$ cat config.mk
export PLATFORM = sky130hd
export DESIGN_NAME = tmrc_compare
export DESIGN_NICKNAME = d
export VERILOG_FILES = /design/src/tmrc_pkg.sv /design/src/tmrc_wave.sv /design/src/tmrc_compare.sv
export SDC_FILE = /design/constraint.sdc
export NUM_CORES = 1
export LEC_CHECK = 0
export ABC_AREA = 1
export BUFFER_PORTS_ARGS = -buffer_cell sky130_fd_sc_hd__buf_2
export CAP_MARGIN = 20
export CORE_MARGIN = 3
export CORE_UTILIZATION = 55
export DETAILED_ROUTE_END_ITERATION = 12
export PLACE_DENSITY = 0.87
export SYNTH_ARGS = -nofsm -noshare
export SYNTH_HDL_FRONTEND = slang
export SYNTH_SLANG_ARGS = --single-unit
$ cat constraint.sdc
create_clock -name clk -period 2 [get_ports clk]
set_clock_uncertainty 0.15 [all_clocks]
set_input_delay 0.4 -clock clk [delete_from_list [all_inputs] [get_ports clk]]
set_output_delay 0.4 -clock clk [all_outputs]
set_load 0.01 [all_outputs]
$ cat src/tmrc_pkg.sv
// Constants shared by the timer output compare block
package tmrc_pkg;

    localparam int unsigned CHANNELS = 2;

    // Waveform mode codes
    localparam logic [3:0] WAVE_NORMAL      = 4'h0;
    localparam logic [3:0] WAVE_CTC_CMP     = 4'h4;
    localparam logic [3:0] WAVE_FAST_8      = 4'h5;
    localparam logic [3:0] WAVE_FAST_9      = 4'h6;
    localparam logic [3:0] WAVE_FAST_10     = 4'h7;
    localparam logic [3:0] WAVE_PFC_CAP     = 4'h8;
    localparam logic [3:0] WAVE_PFC_CMP     = 4'h9;
    localparam logic [3:0] WAVE_CTC_CAP     = 4'hC;
    localparam logic [3:0] WAVE_RESERVED    = 4'hD;
    localparam logic [3:0] WAVE_FAST_CAP    = 4'hE;
    localparam logic [3:0] WAVE_FAST_CMP    = 4'hF;

    // Output action codes
    localparam logic [1:0] ACT_NONE         = 2'h0;
    localparam logic [1:0] ACT_TOGGLE       = 2'h1;
    localparam logic [1:0] ACT_CLEAR        = 2'h2;
    localparam logic [1:0] ACT_SET          = 2'h3;

    // Fixed TOP masks applied to compare writes
    localparam logic [15:0] MASK_FAST_8     = 16'h00FF;
    localparam logic [15:0] MASK_FAST_9     = 16'h01FF;
    localparam logic [15:0] MASK_FAST_10    = 16'h03FF;
    localparam logic [15:0] MASK_FULL       = 16'hFFFF;

    // Register write targets on the CPU write port
    typedef enum logic [2:0] {
        WR_CMP_A_HIGH = 3'b000,
        WR_CMP_A_LOW  = 3'b001,
        WR_CMP_B_HIGH = 3'b010,
        WR_CMP_B_LOW  = 3'b011,
        WR_FLAG_CLR   = 3'b100,
        WR_FORCE      = 3'b101
    } tmrc_wr_t;

    // Bit positions of channels in flag and force writes
    localparam int unsigned BIT_CH_A        = 0;
    localparam int unsigned BIT_CH_B        = 1;

    // Reset values
    localparam logic [15:0] CMP_RST         = 16'h0000;
    localparam logic [7:0]  TEMP_RST        = 8'h00;
    localparam logic        OC_RST          = 1'b0;
    localparam logic        FLAG_RST        = 1'b0;

endpackage

$ cat src/tmrc_wave.sv
// Output state next-value logic for one compare channel
`timescale 1ns/10ps
module tmrc_wave (
    input  wire logic       pwm_mode,
    input  wire logic       fast_mode,
    input  wire logic [1:0] action,
    input  wire logic       hit,
    input  wire logic       force_hit,
    input  wire logic       at_bottom,
    input  wire logic       count_down,
    input  wire logic       oc_now,
    output logic            oc_next
);

    always_comb
    begin
        oc_next = oc_now;
        if (!pwm_mode)
        begin
            if (hit || force_hit)
            begin
                unique case (action)
                    tmrc_pkg::ACT_NONE:   oc_next = oc_now;
                    tmrc_pkg::ACT_TOGGLE: oc_next = ~oc_now;
                    tmrc_pkg::ACT_CLEAR:  oc_next = 1'b0;
                    tmrc_pkg::ACT_SET:    oc_next = 1'b1;
                endcase
            end
        end
        else if (action[1])
        begin
            // PWM polarity from the low action bit
            if (fast_mode)
            begin
                if (hit)
                    oc_next = action[0];
                else if (at_bottom)
                    oc_next = ~action[0];
            end
            else if (hit)
            begin
                oc_next = count_down ? ~action[0] : action[0];
            end
        end
    end

endmodule

$ cat src/tmrc_compare.sv
// Two-channel output compare unit of the 16-bit timer
`timescale 1ns/10ps
module tmrc_compare (
    input  wire logic                     clk,
    input  wire logic                     rst_n,
    input  wire logic                     timer_tick,
    input  wire logic [15:0]              counter_value,
    input  wire logic                     counter_at_top,
    input  wire logic                     counter_at_bottom,
    input  wire logic                     counter_down,
    input  wire logic                     counter_write,
    input  wire logic [3:0]               waveform_select,
    input  wire logic                     cpu_wr_en,
    input  wire tmrc_pkg::tmrc_wr_t       cpu_wr_target,
    input  wire logic [7:0]               cpu_wr_data,
    input  wire logic [1:0]               irq_ack,
    input  wire logic [1:0]               compare_irq_enable,
    input  wire logic [3:0]               output_action_select,
    input  wire logic [1:0]               port_value,
    input  wire logic [1:0]               output_pin_direction,
    output logic [15:0]                   compare_value_a,
    output logic [15:0]                   compare_value_b,
    output logic [15:0]                   top_value_a,
    output logic                          top_match_a,
    output logic [1:0]                    compare_match_flag,
    output logic [1:0]                    irq_request,
    output logic [1:0]                    compare_output,
    output logic [1:0]                    pin_out,
    output logic [1:0]                    pin_oe_n
);

    typedef struct packed {
        logic [7:0]       temp;
        logic [1:0][15:0] buf_v;
        logic [1:0][15:0] act;
        logic [1:0]       flag;
        logic [1:0]       oc;
        logic             block;
        logic             top_hit;
        logic [1:0]       irq;
        logic [1:0]       pin;
        logic [1:0]       oe_n;
    } tmrc_state_t;

    tmrc_state_t st_r;
    tmrc_state_t st_nxt;

    logic        pwm_mode;
    logic        fast_mode;
    logic        bot_update;
    logic [15:0] wr_mask;
    logic [1:0]  hit;
    logic [1:0]  force_hit;
    logic [1:0]  oc_next;

    // Mode classification from waveform bits only
    always_comb
    begin
        pwm_mode  = !(waveform_select == tmrc_pkg::WAVE_NORMAL  ||
                      waveform_select == tmrc_pkg::WAVE_CTC_CMP ||
                      waveform_select == tmrc_pkg::WAVE_CTC_CAP ||
                      waveform_select == tmrc_pkg::WAVE_RESERVED);
        fast_mode = waveform_select == tmrc_pkg::WAVE_FAST_8   ||
                    waveform_select == tmrc_pkg::WAVE_FAST_9   ||
                    waveform_select == tmrc_pkg::WAVE_FAST_10  ||
                    waveform_select == tmrc_pkg::WAVE_FAST_CAP ||
                    waveform_select == tmrc_pkg::WAVE_FAST_CMP;
        bot_update = waveform_select == tmrc_pkg::WAVE_PFC_CAP ||
                     waveform_select == tmrc_pkg::WAVE_PFC_CMP;
        unique case (waveform_select)
            tmrc_pkg::WAVE_FAST_8:  wr_mask = tmrc_pkg::MASK_FAST_8;
            tmrc_pkg::WAVE_FAST_9:  wr_mask = tmrc_pkg::MASK_FAST_9;
            tmrc_pkg::WAVE_FAST_10: wr_mask = tmrc_pkg::MASK_FAST_10;
            default:                wr_mask = tmrc_pkg::MASK_FULL;
        endcase
    end

    // Per-channel comparator, force decode and output state logic
    genvar ch;
    generate
        for (ch = 0; ch < 2; ch++)
        begin : g_ch
            // Match counted on a timer tick unless a counter write blocks it
            assign hit[ch] = timer_tick && !st_r.block &&
                             (counter_value == st_r.act[ch]);
            assign force_hit[ch] = cpu_wr_en && !pwm_mode &&
                                   cpu_wr_target == tmrc_pkg::WR_FORCE &&
                                   cpu_wr_data[ch];

            tmrc_wave u_wave (
                .pwm_mode   (pwm_mode),
                .fast_mode  (fast_mode),
                .action     (output_action_select[2*ch +: 2]),
                .hit        (hit[ch]),
                .force_hit  (force_hit[ch]),
                .at_bottom  (timer_tick && counter_at_bottom),
                .count_down (counter_down),
                .oc_now     (st_r.oc[ch]),
                .oc_next    (oc_next[ch])
            );
        end
    endgenerate

    always_comb
    begin
        logic        is_low;
        logic        is_high;
        logic        chan;
        logic [15:0] wr_val;
        logic        update;
        is_low  = 1'b0;
        is_high = 1'b0;
        chan    = 1'b0;
        wr_val  = 16'h0000;
        update  = 1'b0;
        st_nxt  = st_r;

        // Counter write blocks matches of the following timer tick
        if (counter_write)
            st_nxt.block = 1'b1;
        else if (timer_tick)
            st_nxt.block = 1'b0;

        // Double buffer transfer at TOP or BOTTOM in PWM modes
        update = pwm_mode && timer_tick &&
                 (bot_update ? counter_at_bottom : counter_at_top);
        if (update)
            st_nxt.act = st_r.buf_v;

        // Compare byte writes through the shared temp register
        if (cpu_wr_en)
        begin
            is_high = cpu_wr_target == tmrc_pkg::WR_CMP_A_HIGH ||
                      cpu_wr_target == tmrc_pkg::WR_CMP_B_HIGH;
            is_low  = cpu_wr_target == tmrc_pkg::WR_CMP_A_LOW ||
                      cpu_wr_target == tmrc_pkg::WR_CMP_B_LOW;
            chan    = cpu_wr_target == tmrc_pkg::WR_CMP_B_LOW;
        end
        if (is_high)
            st_nxt.temp = cpu_wr_data;
        if (is_low)
        begin
            wr_val = {st_r.temp, cpu_wr_data} & wr_mask;
            st_nxt.buf_v[chan] = wr_val;
            if (!pwm_mode)
                st_nxt.act[chan] = wr_val;
        end

        for (int i = 0; i < 2; i++)
        begin
            // Clears first so that a same-cycle match wins
            if (irq_ack[i] && st_r.irq[i])
                st_nxt.flag[i] = 1'b0;
            if (cpu_wr_en && cpu_wr_target == tmrc_pkg::WR_FLAG_CLR &&
                cpu_wr_data[i])
                st_nxt.flag[i] = 1'b0;
            if (hit[i])
                st_nxt.flag[i] = 1'b1;
            st_nxt.irq[i] = st_nxt.flag[i] && compare_irq_enable[i];
            st_nxt.oc[i] = oc_next[i];
            // Port override when any action bit is set
            st_nxt.pin[i] = (output_action_select[2*i +: 2] != 2'h0) ?
                            oc_next[i] : port_value[i];
            st_nxt.oe_n[i] = !output_pin_direction[i];
        end

        st_nxt.top_hit = hit[tmrc_pkg::BIT_CH_A];
    end

    always_ff @(posedge clk or negedge rst_n)
    begin
        if (!rst_n)
        begin
            st_r.temp    <= tmrc_pkg::TEMP_RST;
            st_r.buf_v   <= {2{tmrc_pkg::CMP_RST}};
            st_r.act     <= {2{tmrc_pkg::CMP_RST}};
            st_r.flag    <= {2{tmrc_pkg::FLAG_RST}};
            st_r.oc      <= {2{tmrc_pkg::OC_RST}};
            st_r.block   <= 1'b0;
            st_r.top_hit <= 1'b0;
            st_r.irq     <= 2'h0;
            st_r.pin     <= 2'h0;
            st_r.oe_n    <= 2'h3;
        end
        else
        begin
            st_r <= st_nxt;
        end
    end

    // Reads return both bytes straight from the CPU-visible register
    assign compare_value_a    = st_r.buf_v[tmrc_pkg::BIT_CH_A];
    assign compare_value_b    = st_r.buf_v[tmrc_pkg::BIT_CH_B];
    assign top_value_a        = st_r.act[tmrc_pkg::BIT_CH_A];
    assign top_match_a        = st_r.top_hit;
    assign compare_match_flag = st_r.flag;
    assign irq_request        = st_r.irq;
    assign compare_output     = st_r.oc;
    assign pin_out            = st_r.pin;
    assign pin_oe_n           = st_r.oe_n;

endmodule

# After elaboration in Yosys (flattened, before gate mapping)
# Index checks and enable logic that the tools add are counted.
[totals] reg_bits=84 inputBits=51 output_inout_bits=59 word_cells=123
[classes] magnitude_cmp=2 eq_ne=23 n_mux=40 bitwise=5 reduce_logical=41
[op_table] cell="two-way mux 32 bit" n=3
[op_table] cell="bitwise mux 32 bit" n=2
[op_table] cell="case mux 16 bit (3 select lines)" n=1
[op_table] cell="== test 16 bit" n=2
[op_table] cell="two-way mux 1 bit" n=30
[op_table] cell="== test 4 bit (second input constant)" n=6
[op_table] cell="logical AND 1 bit" n=18
[op_table] cell="AND 16 bit" n=1
[op_table] cell="demux 16 bit (select 1 bit)" n=1
[op_table] cell="== test 4 x 3 -> 1 bit (second input constant)" n=4
[op_table] cell="two-way mux 16 bit" n=1
[op_table] cell="logical OR 1 bit" n=12
[op_table] cell="== test 2 bit (second input constant)" n=4
[op_table] cell="case mux 1 bit (4 select lines)" n=2
[op_table] cell="== test 3 x 2 -> 1 bit (second input constant)" n=2
[op_table] cell="== test 3 bit (second input constant)" n=2
[op_table] cell="nonzero test 2 bit" n=3
[op_table] cell="== test 2 x 1 -> 1 bit (second input constant)" n=2
[op_table] cell="zero test 1 bit" n=4
[op_table] cell="zero test 2 bit" n=2
[op_table] cell="zero test 4 bit" n=1
[op_table] cell="inverter 1 bit" n=4
[op_table] cell="== test 3 x 1 -> 1 bit (second input constant)" n=1
[op_table] cell="zero test 3 bit" n=1
[op_table] cell="2 further kinds" n=2

# Longest topological paths before layout
# Gate-level depths: netlist of the first run.
[logic_depth] ltp_word=11 ltp_mapped=13 mapped_depth_nobuf=13

# By module
# Synthesis of the first run repeated with hierarchy kept, for this count alone.
[unflattened] cells_unflattened=738 hier_area_um2=5247.5
[by_module_without_submodules] mod="tmrc_compare" n_inst=1 cells_per_inst=686 area_each_um2=5022.3 seq_area_each_um2=2104.5
[by_module_without_submodules] mod="tmrc_wave" n_inst=2 cells_per_inst=26 area_each_um2=112.6 seq_area_each_um2=0.0

# Worst setup path before layout of the first run
# Ideal clock, no wire load.
[synth_timing] kind="input port to flip-flop" start="input waveform_select[3]" end="register st_r[41] (netlist name)" setup_ns=0.128 arrival_ns=1.289 t_required_ns=1.722 setup_slack_ns=0.432 cell_stages=9 cell_sequence="inv_2 -> nand2_1 -> nand2_2 -> nor2_8 -> inv_4 -> nand3_2 -> buf_2 -> o21ai_0 -> o22ai_1"
[synth_lines] item="start: declaration" line="tmrc_compare.sv:12" rtl="input wire logic [3:0] waveform_select,"
[synth_lines] item="end signal: assignment" line="tmrc_compare.sv:187" rtl="st_r <= st_nxt;"
[synth_lines] item="end: declaration" line="tmrc_compare.sv:45" rtl="tmrc_state_t st_r;"

==> flow_summary.json, run 1 <==
{
  "ff2ff_setup_slack_ns": 0.16,
  "gr-total-overflow": 0,
  "place_ws_ns": 0.0448,
  "timing.max_cap.violations": 0,
  "cp_data_required_time_ns": 2.15,
  "place_congestion": 0.957,
  "yosysWarnings": 0,
  "clock_path_buffers": 2,
  "r2r_cells": 9,
  "total_power_uw": 5220,
  "port_buffers": 109,
  "dp.cells": 816,
  "syn_avg_cell_area_um2": 7.40,
  "initial_utilization_pct": 58.2,
  "ir_drop_uv": 561,
  "min_from": "port_value[1]",
  "cts_root_buf": "clkbuf_8",
  "max_freq_ghz": 0.544,
  "fin_ws_ns": 0.162,
  "routedWlPerCell_um": 16.8,
  "slowest_delay_ns": 0.44,
  "path_cells": "xnor2_1, nand3_1, nor2_1, nand3_2, nand2_1, nand3_1, nand2_1, nand3_1, nand2_1",
  "finalHoldViolCount": 0,
  "antenna_found_initial": 0,
  "cts_buffers": 9,
  "critPathSlowestCell": "dfrtp_1",
  "diodes": 0,
  "fp-row-count": 33,
  "p_leak_uw": 0.00296,
  "setup_tns_ns": 0,
  "htreeDepth": 3,
  "synth_top_area_share_pct": 41.9,
  "yosysSeqAreaShare_pct": 43.0,
  "cts_setup_buffers": 0,
  "grt_pass1_wl_um": 22500,
  "min_period_over_period_pct": 91.9,
  "die-area_um2": 10100,
  "routed_wl_um": 14100,
  "die_w_um": 100,
  "tritoncts": "yes",
  "insertion_delay_ns": 0.35,
  "hpwl_um": 10800,
  "r2r-end": "pin_out[0]$_DFF_PN0_",
  "synth_area_leaders": "dfrtp_1, nand2_1, buf_4, o21ai_0, nor2_1",
  "syn-num-nets": 713,
  "drt_iter0_markers": 419,
  "period_needed_ns": 1.84,
  "core_area_um2": 8420,
  "vias_per_cell": 5.66,
  "setup_viol": 0,
  "cp_data_arrival_time_ns": 1.99,
  "rsz0062_at_grt": "false",
  "cts.sinks": 84,
  "drt_pass1_iterations": 5,
  "grt_pass1_vias": 4407,
  "crit_fanout": 5,
  "grt_usage_pct": 28.8,
  "regArea_um2": 2100,
  "relSlewSlack_pct": 67.5,
  "holdPathEnd": "pin_out[1]$_DFF_PN0_",
  "cp-end-kind": "flop",
  "syn_inst": 662,
  "startpoint_type": "flop",
  "drive_above_1_share_pct": 21.9,
  "fin_nets": 776,
  "multi_input_area_um2": 1990,
  "final_common_cell": "nand2_1",
  "powerDensity_nw_per_um2": 957,
  "grt_max_degree": 34,
  "fp.dieH_um": 100,
  "layout_common_cells": "nand2_1, buf_2, dfrtp_1",
  "instances_no_fill": 835,
  "finalMaxSlewViolations": 0,
  "outcome": "finished, final reports clean",
  "ys_ff_latch": 84,
  "path_clk_slew_ns": 0.09,
  "worstSetupPathType": "flop to flop",
  "holdPathStages": 3,
  "syn_to_final_growth_pct": 11.4,
  "post_cts_resize_count": 0,
  "synth_top_area_cell": "dfrtp_1",
  "r2r-start": "top_value_a[4]$_DFF_PN0_",
  "ant_nets": 0,
  "fill_cells": 739,
  "io_pins": 110,
  "hp-class": "input port to flop",
  "drc_errors": 0,
  "via_count": 4727,
  "synth_cell_types": 31,
  "synth_area_um2": 4900,
  "tightest_slew_ns": 0.486
}
[cell usage after synthesis]
master / instances
a21boi_0: 2
a21oi_1: 17
buf_2: 8
buf_4: 60
clkbuf_1: 8
dfrtp_1: 82
dfstp_2: 2
inv_1: 69
inv_2: 5
inv_4: 1
nand2_1: 170
nand2_2: 3
nand3_1: 29
nand3_2: 2
nand3b_1: 1
nand4_1: 11
nor2_1: 77
nor2_2: 1
nor2_4: 3
nor2_8: 1
nor2b_1: 1
nor3_1: 1
nor3_2: 1
o2111ai_1: 1
o211ai_1: 3
o21ai_0: 58
o21ai_1: 2
o21bai_1: 2
o22ai_1: 33
or2_2: 1
xnor2_1: 7
[layout make-up]
cell class / count / area share, %
Clock buffer: 10 / 2.34
Clock inverter: 6 / 1.31
Inverter: 75 / 5.21
Multi-Input combinational cell: 427 / 36.5
Sequential cell: 84 / 38.6
Tap cell: 105 / 2.41
Timing Repair Buffer: 128 / 13.7
[repair_timing]
item / in CTS / in global routing
hold buffers: 3 / 0
endpoints found under the setup margin: 0 / 0
endpoints found under the hold margin: 33 / 0
[registers in the layout, indices dropped and copies added (netlist names)]
| register | cells |
|---|---|
| st_r | 25 |
| compare_value_a | 16 |
| compare_value_b | 16 |
| top_value_a | 16 |
| compare_match_flag | 2 |
| compare_output | 2 |
| irq_request | 2 |
| pin_oe_n | 2 |
| pin_out | 2 |
| top_match_a | 1 |
[worst max-delay path: cells and delay by family, from the launching register on]
kind / cells / cell delay, ns
flip-flops: 1 / 0.44
AND/OR/NAND/NOR: 8 / 0.93
XOR/XNOR: 1 / 0.26
[stage by stage]
step	hold slack (ns)	instance area, µm²	utilization [%]
after floorplan	-0.0456	4900	-
after global placement	0.238	5230	62.1
after detailed placement	0.240	5230	62.1
after CTS	0.0876	5460	64.8
after global routing	0.115	5460	64.8
final	0.0940	5460	64.8
[report_power, final]
part / switching [µW] / leakage (µW) / internal, µW / total (µW)
registers: 348 / 0.000999 / 2050 / 2390
clock network: 651 / 0.0000935 / 589 / 1240
logic: 959 / 0.00187 / 631 / 1590
[per-layer routing]
layer | vias up | routed length [µm] | track usage (%)
li1 | 2198 | - | -
met1 | 2193 | 5800 | 40.0
met2 | 299 | 6450 | 44.9
met3 | 37 | 1360 | 4.93
met4 | 0 | 452 | 12.1
met5 | - | 0 | 0
[worst max path at each step]
stage / start / endpoint / slack (ns) / cells after the start
global placement: counter_value[0] / pin_out[0]$_DFF_PN0_ / 0.17 / 11
floorplan: waveform_select[3] / st_r[41]$_DFF_PN0_ / 0.43 / 9
finish: top_value_a[4]$_DFF_PN0_ / pin_out[0]$_DFF_PN0_ / 0.16 / 9
global route: top_value_a[7]$_DFF_PN0_ / pin_out[0]$_DFF_PN0_ / 0.03 / 12
CTS: top_value_a[4]$_DFF_PN0_ / pin_out[0]$_DFF_PN0_ / 0.17 / 9
detailed placement: waveform_select[3] / st_r[42]$_DFF_PN0_ / 0.04 / 10
[cell families after synthesis]
group / Yosys count / synth area share (%)
AOI/OAI and AO/OA: 118 / 13.3
and+or+nand+nor: 302 / 26.0
buffers and inverters: 151 / 16.4
DFF: 84 / 43.0
xor gates and xnor gates: 7 / 1.25
(Power assumes the default switching activity.)
==> inputs of run 2 (changes only) <==
--- a/config.mk
+++ b/config.mk
@@ -6,12 +6,12 @@
 export NUM_CORES = 1
 export LEC_CHECK = 0
 export ABC_AREA = 1
-export BUFFER_PORTS_ARGS = -buffer_cell sky130_fd_sc_hd__buf_2
 export CAP_MARGIN = 20
-export CORE_MARGIN = 3
-export CORE_UTILIZATION = 55
+export CORE_UTILIZATION = 61
 export DETAILED_ROUTE_END_ITERATION = 12
-export PLACE_DENSITY = 0.87
+export DONT_BUFFER_PORTS = 1
+export MAX_ROUTING_LAYER = met4
+export PLACE_DENSITY = 0.83
 export SYNTH_ARGS = -nofsm -noshare
 export SYNTH_HDL_FRONTEND = slang
 export SYNTH_SLANG_ARGS = --single-unit
==> run 2 against run 1 <==
  * The run now ends with hold timing left
  * Global-route usage grew 5.1 points
  * Combinational power shrank 28%
  * Via count decreased by 10%
  * First-iteration DRC count grew 1.2%
  * Worst setup slack improved by 0.010 ns
  * Flip-flop and latch count did not move
  * Non-clock buffer count fell by 107
  * Total power decreased by 5.9%
  * Clock-buffer cell count decreased by 1
  * Final area down 10%
  * Register-to-register slack is essentially flat
  * Cell count is 13% lower
==> flow_summary.json, run 2 (synthesis gave the netlist of run 1 again) <==
{
  "path_clk_slew_ns": 0.09,
  "routed_wl_um": 13300,
  "r2r-end": "pin_out[0]$_DFF_PN0_",
  "relSlewSlack_pct": 68.1,
  "hp-class": "input port to asynchronous set/reset pin",
  "io_pins": 110,
  "dpl-instance-area_um2": 4650,
  "diodes": 0,
  "finalMaxSlewViolations": 0,
  "hpwl_um": 10200,
  "cts.sinks": 84,
  "cts_buffers": 9,
  "clock_path_buffers": 2,
  "p_leak_uw": 0.00251,
  "port_buffers": 0,
  "cp-end-kind": "flop",
  "fp.dieH_um": 91.6,
  "path_cells": "nand2_1, nand2_1, nor2_1, nand2_1, nor2_1, nand3_2, nand3_1, nand3_1, nand3_1, nand2_1",
  "startpoint_type": "flop",
  "core_area_um2": 7730,
  "hold_ws_ns": -0.420,
  "ir_drop_uv": 743,
  "grt_pass1_vias": 4011,
  "powerDensity_nw_per_um2": 1010,
  "layout_common_cells": "nand2_1, dfrtp_1, nor2_1",
  "insertion_delay_ns": 0.35,
  "fin_area_um2": 4890,
  "total_power_uw": 4910,
  "critPathSlowestCell": "dfrtp_2",
  "crit_fanout": 5,
  "r2r-start": "top_value_a[5]$_DFF_PN0_",
  "fin_nets": 669,
  "ff2ff_setup_slack_ns": 0.17,
  "setup_tns_ns": 0,
  "grt_usage_pct": 33.9,
  "slowest_delay_ns": 0.48,
  "fp-row-count": 32,
  "rsz0062_at_grt": "false",
  "die_w_um": 91.6,
  "gr-total-overflow": 0,
  "final_common_cell": "nand2_1",
  "place_ws_ns": 0.133,
  "top_register": "st_r",
  "postCtsHoldBufs": 4,
  "cts_root_buf": "clkbuf_8",
  "worstSetupPathType": "flop to flop",
  "grt_pass1_wl_um": 21000,
  "cpMostUsedCell": "nand2_1",
  "outcome": "finished, violations left",
  "finalHoldViolCount": 84,
  "htreeDepth": 3,
  "drive_above_1_share_pct": 9.15,
  "antenna_found_initial": 0,
  "min_period_over_period_pct": 91.4,
  "r2r_cells": 10,
  "drt_pass1_iterations": 5,
  "syn_to_final_growth_pct": -0.204,
  "setup_viol": 0,
  "via_count": 4244,
  "period_needed_ns": 1.83,
  "max_freq_ghz": 0.547,
  "ant_nets": 0,
  "drc_errors": 0,
  "routedWlPerCell_um": 18.4,
  "vias_per_cell": 5.85,
  "initial_utilization_pct": 63.4,
  "grt_max_degree": 85,
  "drt_iter0_markers": 424,
  "tritoncts": "yes",
  "fin_ws_ns": 0.172,
  "timing.max_cap.violations": 0,
  "violations": "hold timing",
  "cp_data_arrival_time_ns": 1.93,
  "tightest_slew_ns": 0.477,
  "place_congestion": 0.928,
  "largest_reg_flops": 25,
  "cp_data_required_time_ns": 2.10,
  "die-area_um2": 8390,
  "postLayoutCoreUtil_pct": 63.3
}
[run 2: cell types whose count changed in the layout (fill, tap and decap cells not counted), sizes merged]
cell | before | now
clkbuf | 10 | 9
clkinv | 1 | 2
dlygate4sd3 | 3 | 4
buf | 125 | 17
[run 2: stage by stage]
stage | hold slack [ns] | instances
after floorplan | -0.0456 | 662
after CTS | -0.431 | 725
after detailed placement | -0.0437 | 705
final | -0.420 | 725
after global placement | -0.0437 | 705
after global routing | -0.442 | 725
[run 2: layout make-up]
cell class                 count  area (µm²)
fill                         703        2840
sequential                    84        2110
multi-input combinational    427        1990
inverter                      75         284
timing repair buffer          21         180
tap                          102         128
clock buffer                   9         124
clock inverter                 7        72.6
[run 2: routing by layer]
metal | share of wire (%) | GRT usage, %
met3 | 11 | 8.13
met4 | 2.0 | 8.99
met1 | 40 | 44.8
met5 | 0 | -
met2 | 47 | 52.8
[run 2: worst max-delay path, delay by kind of cell, from the launching register on]
kind	cells	cell delay, ns
flip-flops	1	0.48
AND/OR/NAND/NOR	10	1.10
[run 2: where the power goes]
part,leakage (µW),internal (µW),switching [µW],total [µW]
Combinational,0.00142,452,699,1150
Sequential,0.000996,2050,488,2540
Clock,0.0000960,582,644,1230
[run 2: worst max-delay path by stage]
stage,start,to,cells past startpoint
after floorplan,waveform_select[3],st_r[41]$_DFF_PN0_,9
after global placement,top_value_a[7]$_DFF_PN0_,pin_out[0]$_DFF_PN0_,11
after CTS,top_value_a[7]$_DFF_PN0_,pin_out[0]$_DFF_PN0_,11
after detailed placement,top_value_a[7]$_DFF_PN0_,pin_out[0]$_DFF_PN0_,11
after global routing,top_value_a[7]$_DFF_PN0_,pin_out[0]$_DFF_PN0_,12
final,top_value_a[5]$_DFF_PN0_,pin_out[0]$_DFF_PN0_,10
[run 2: what timing repair did]
item	CTS	global route
setup buffers	0	0
hold endpoints to repair	87	84
resized for setup	0	4
endpoints found under the setup margin	0	2
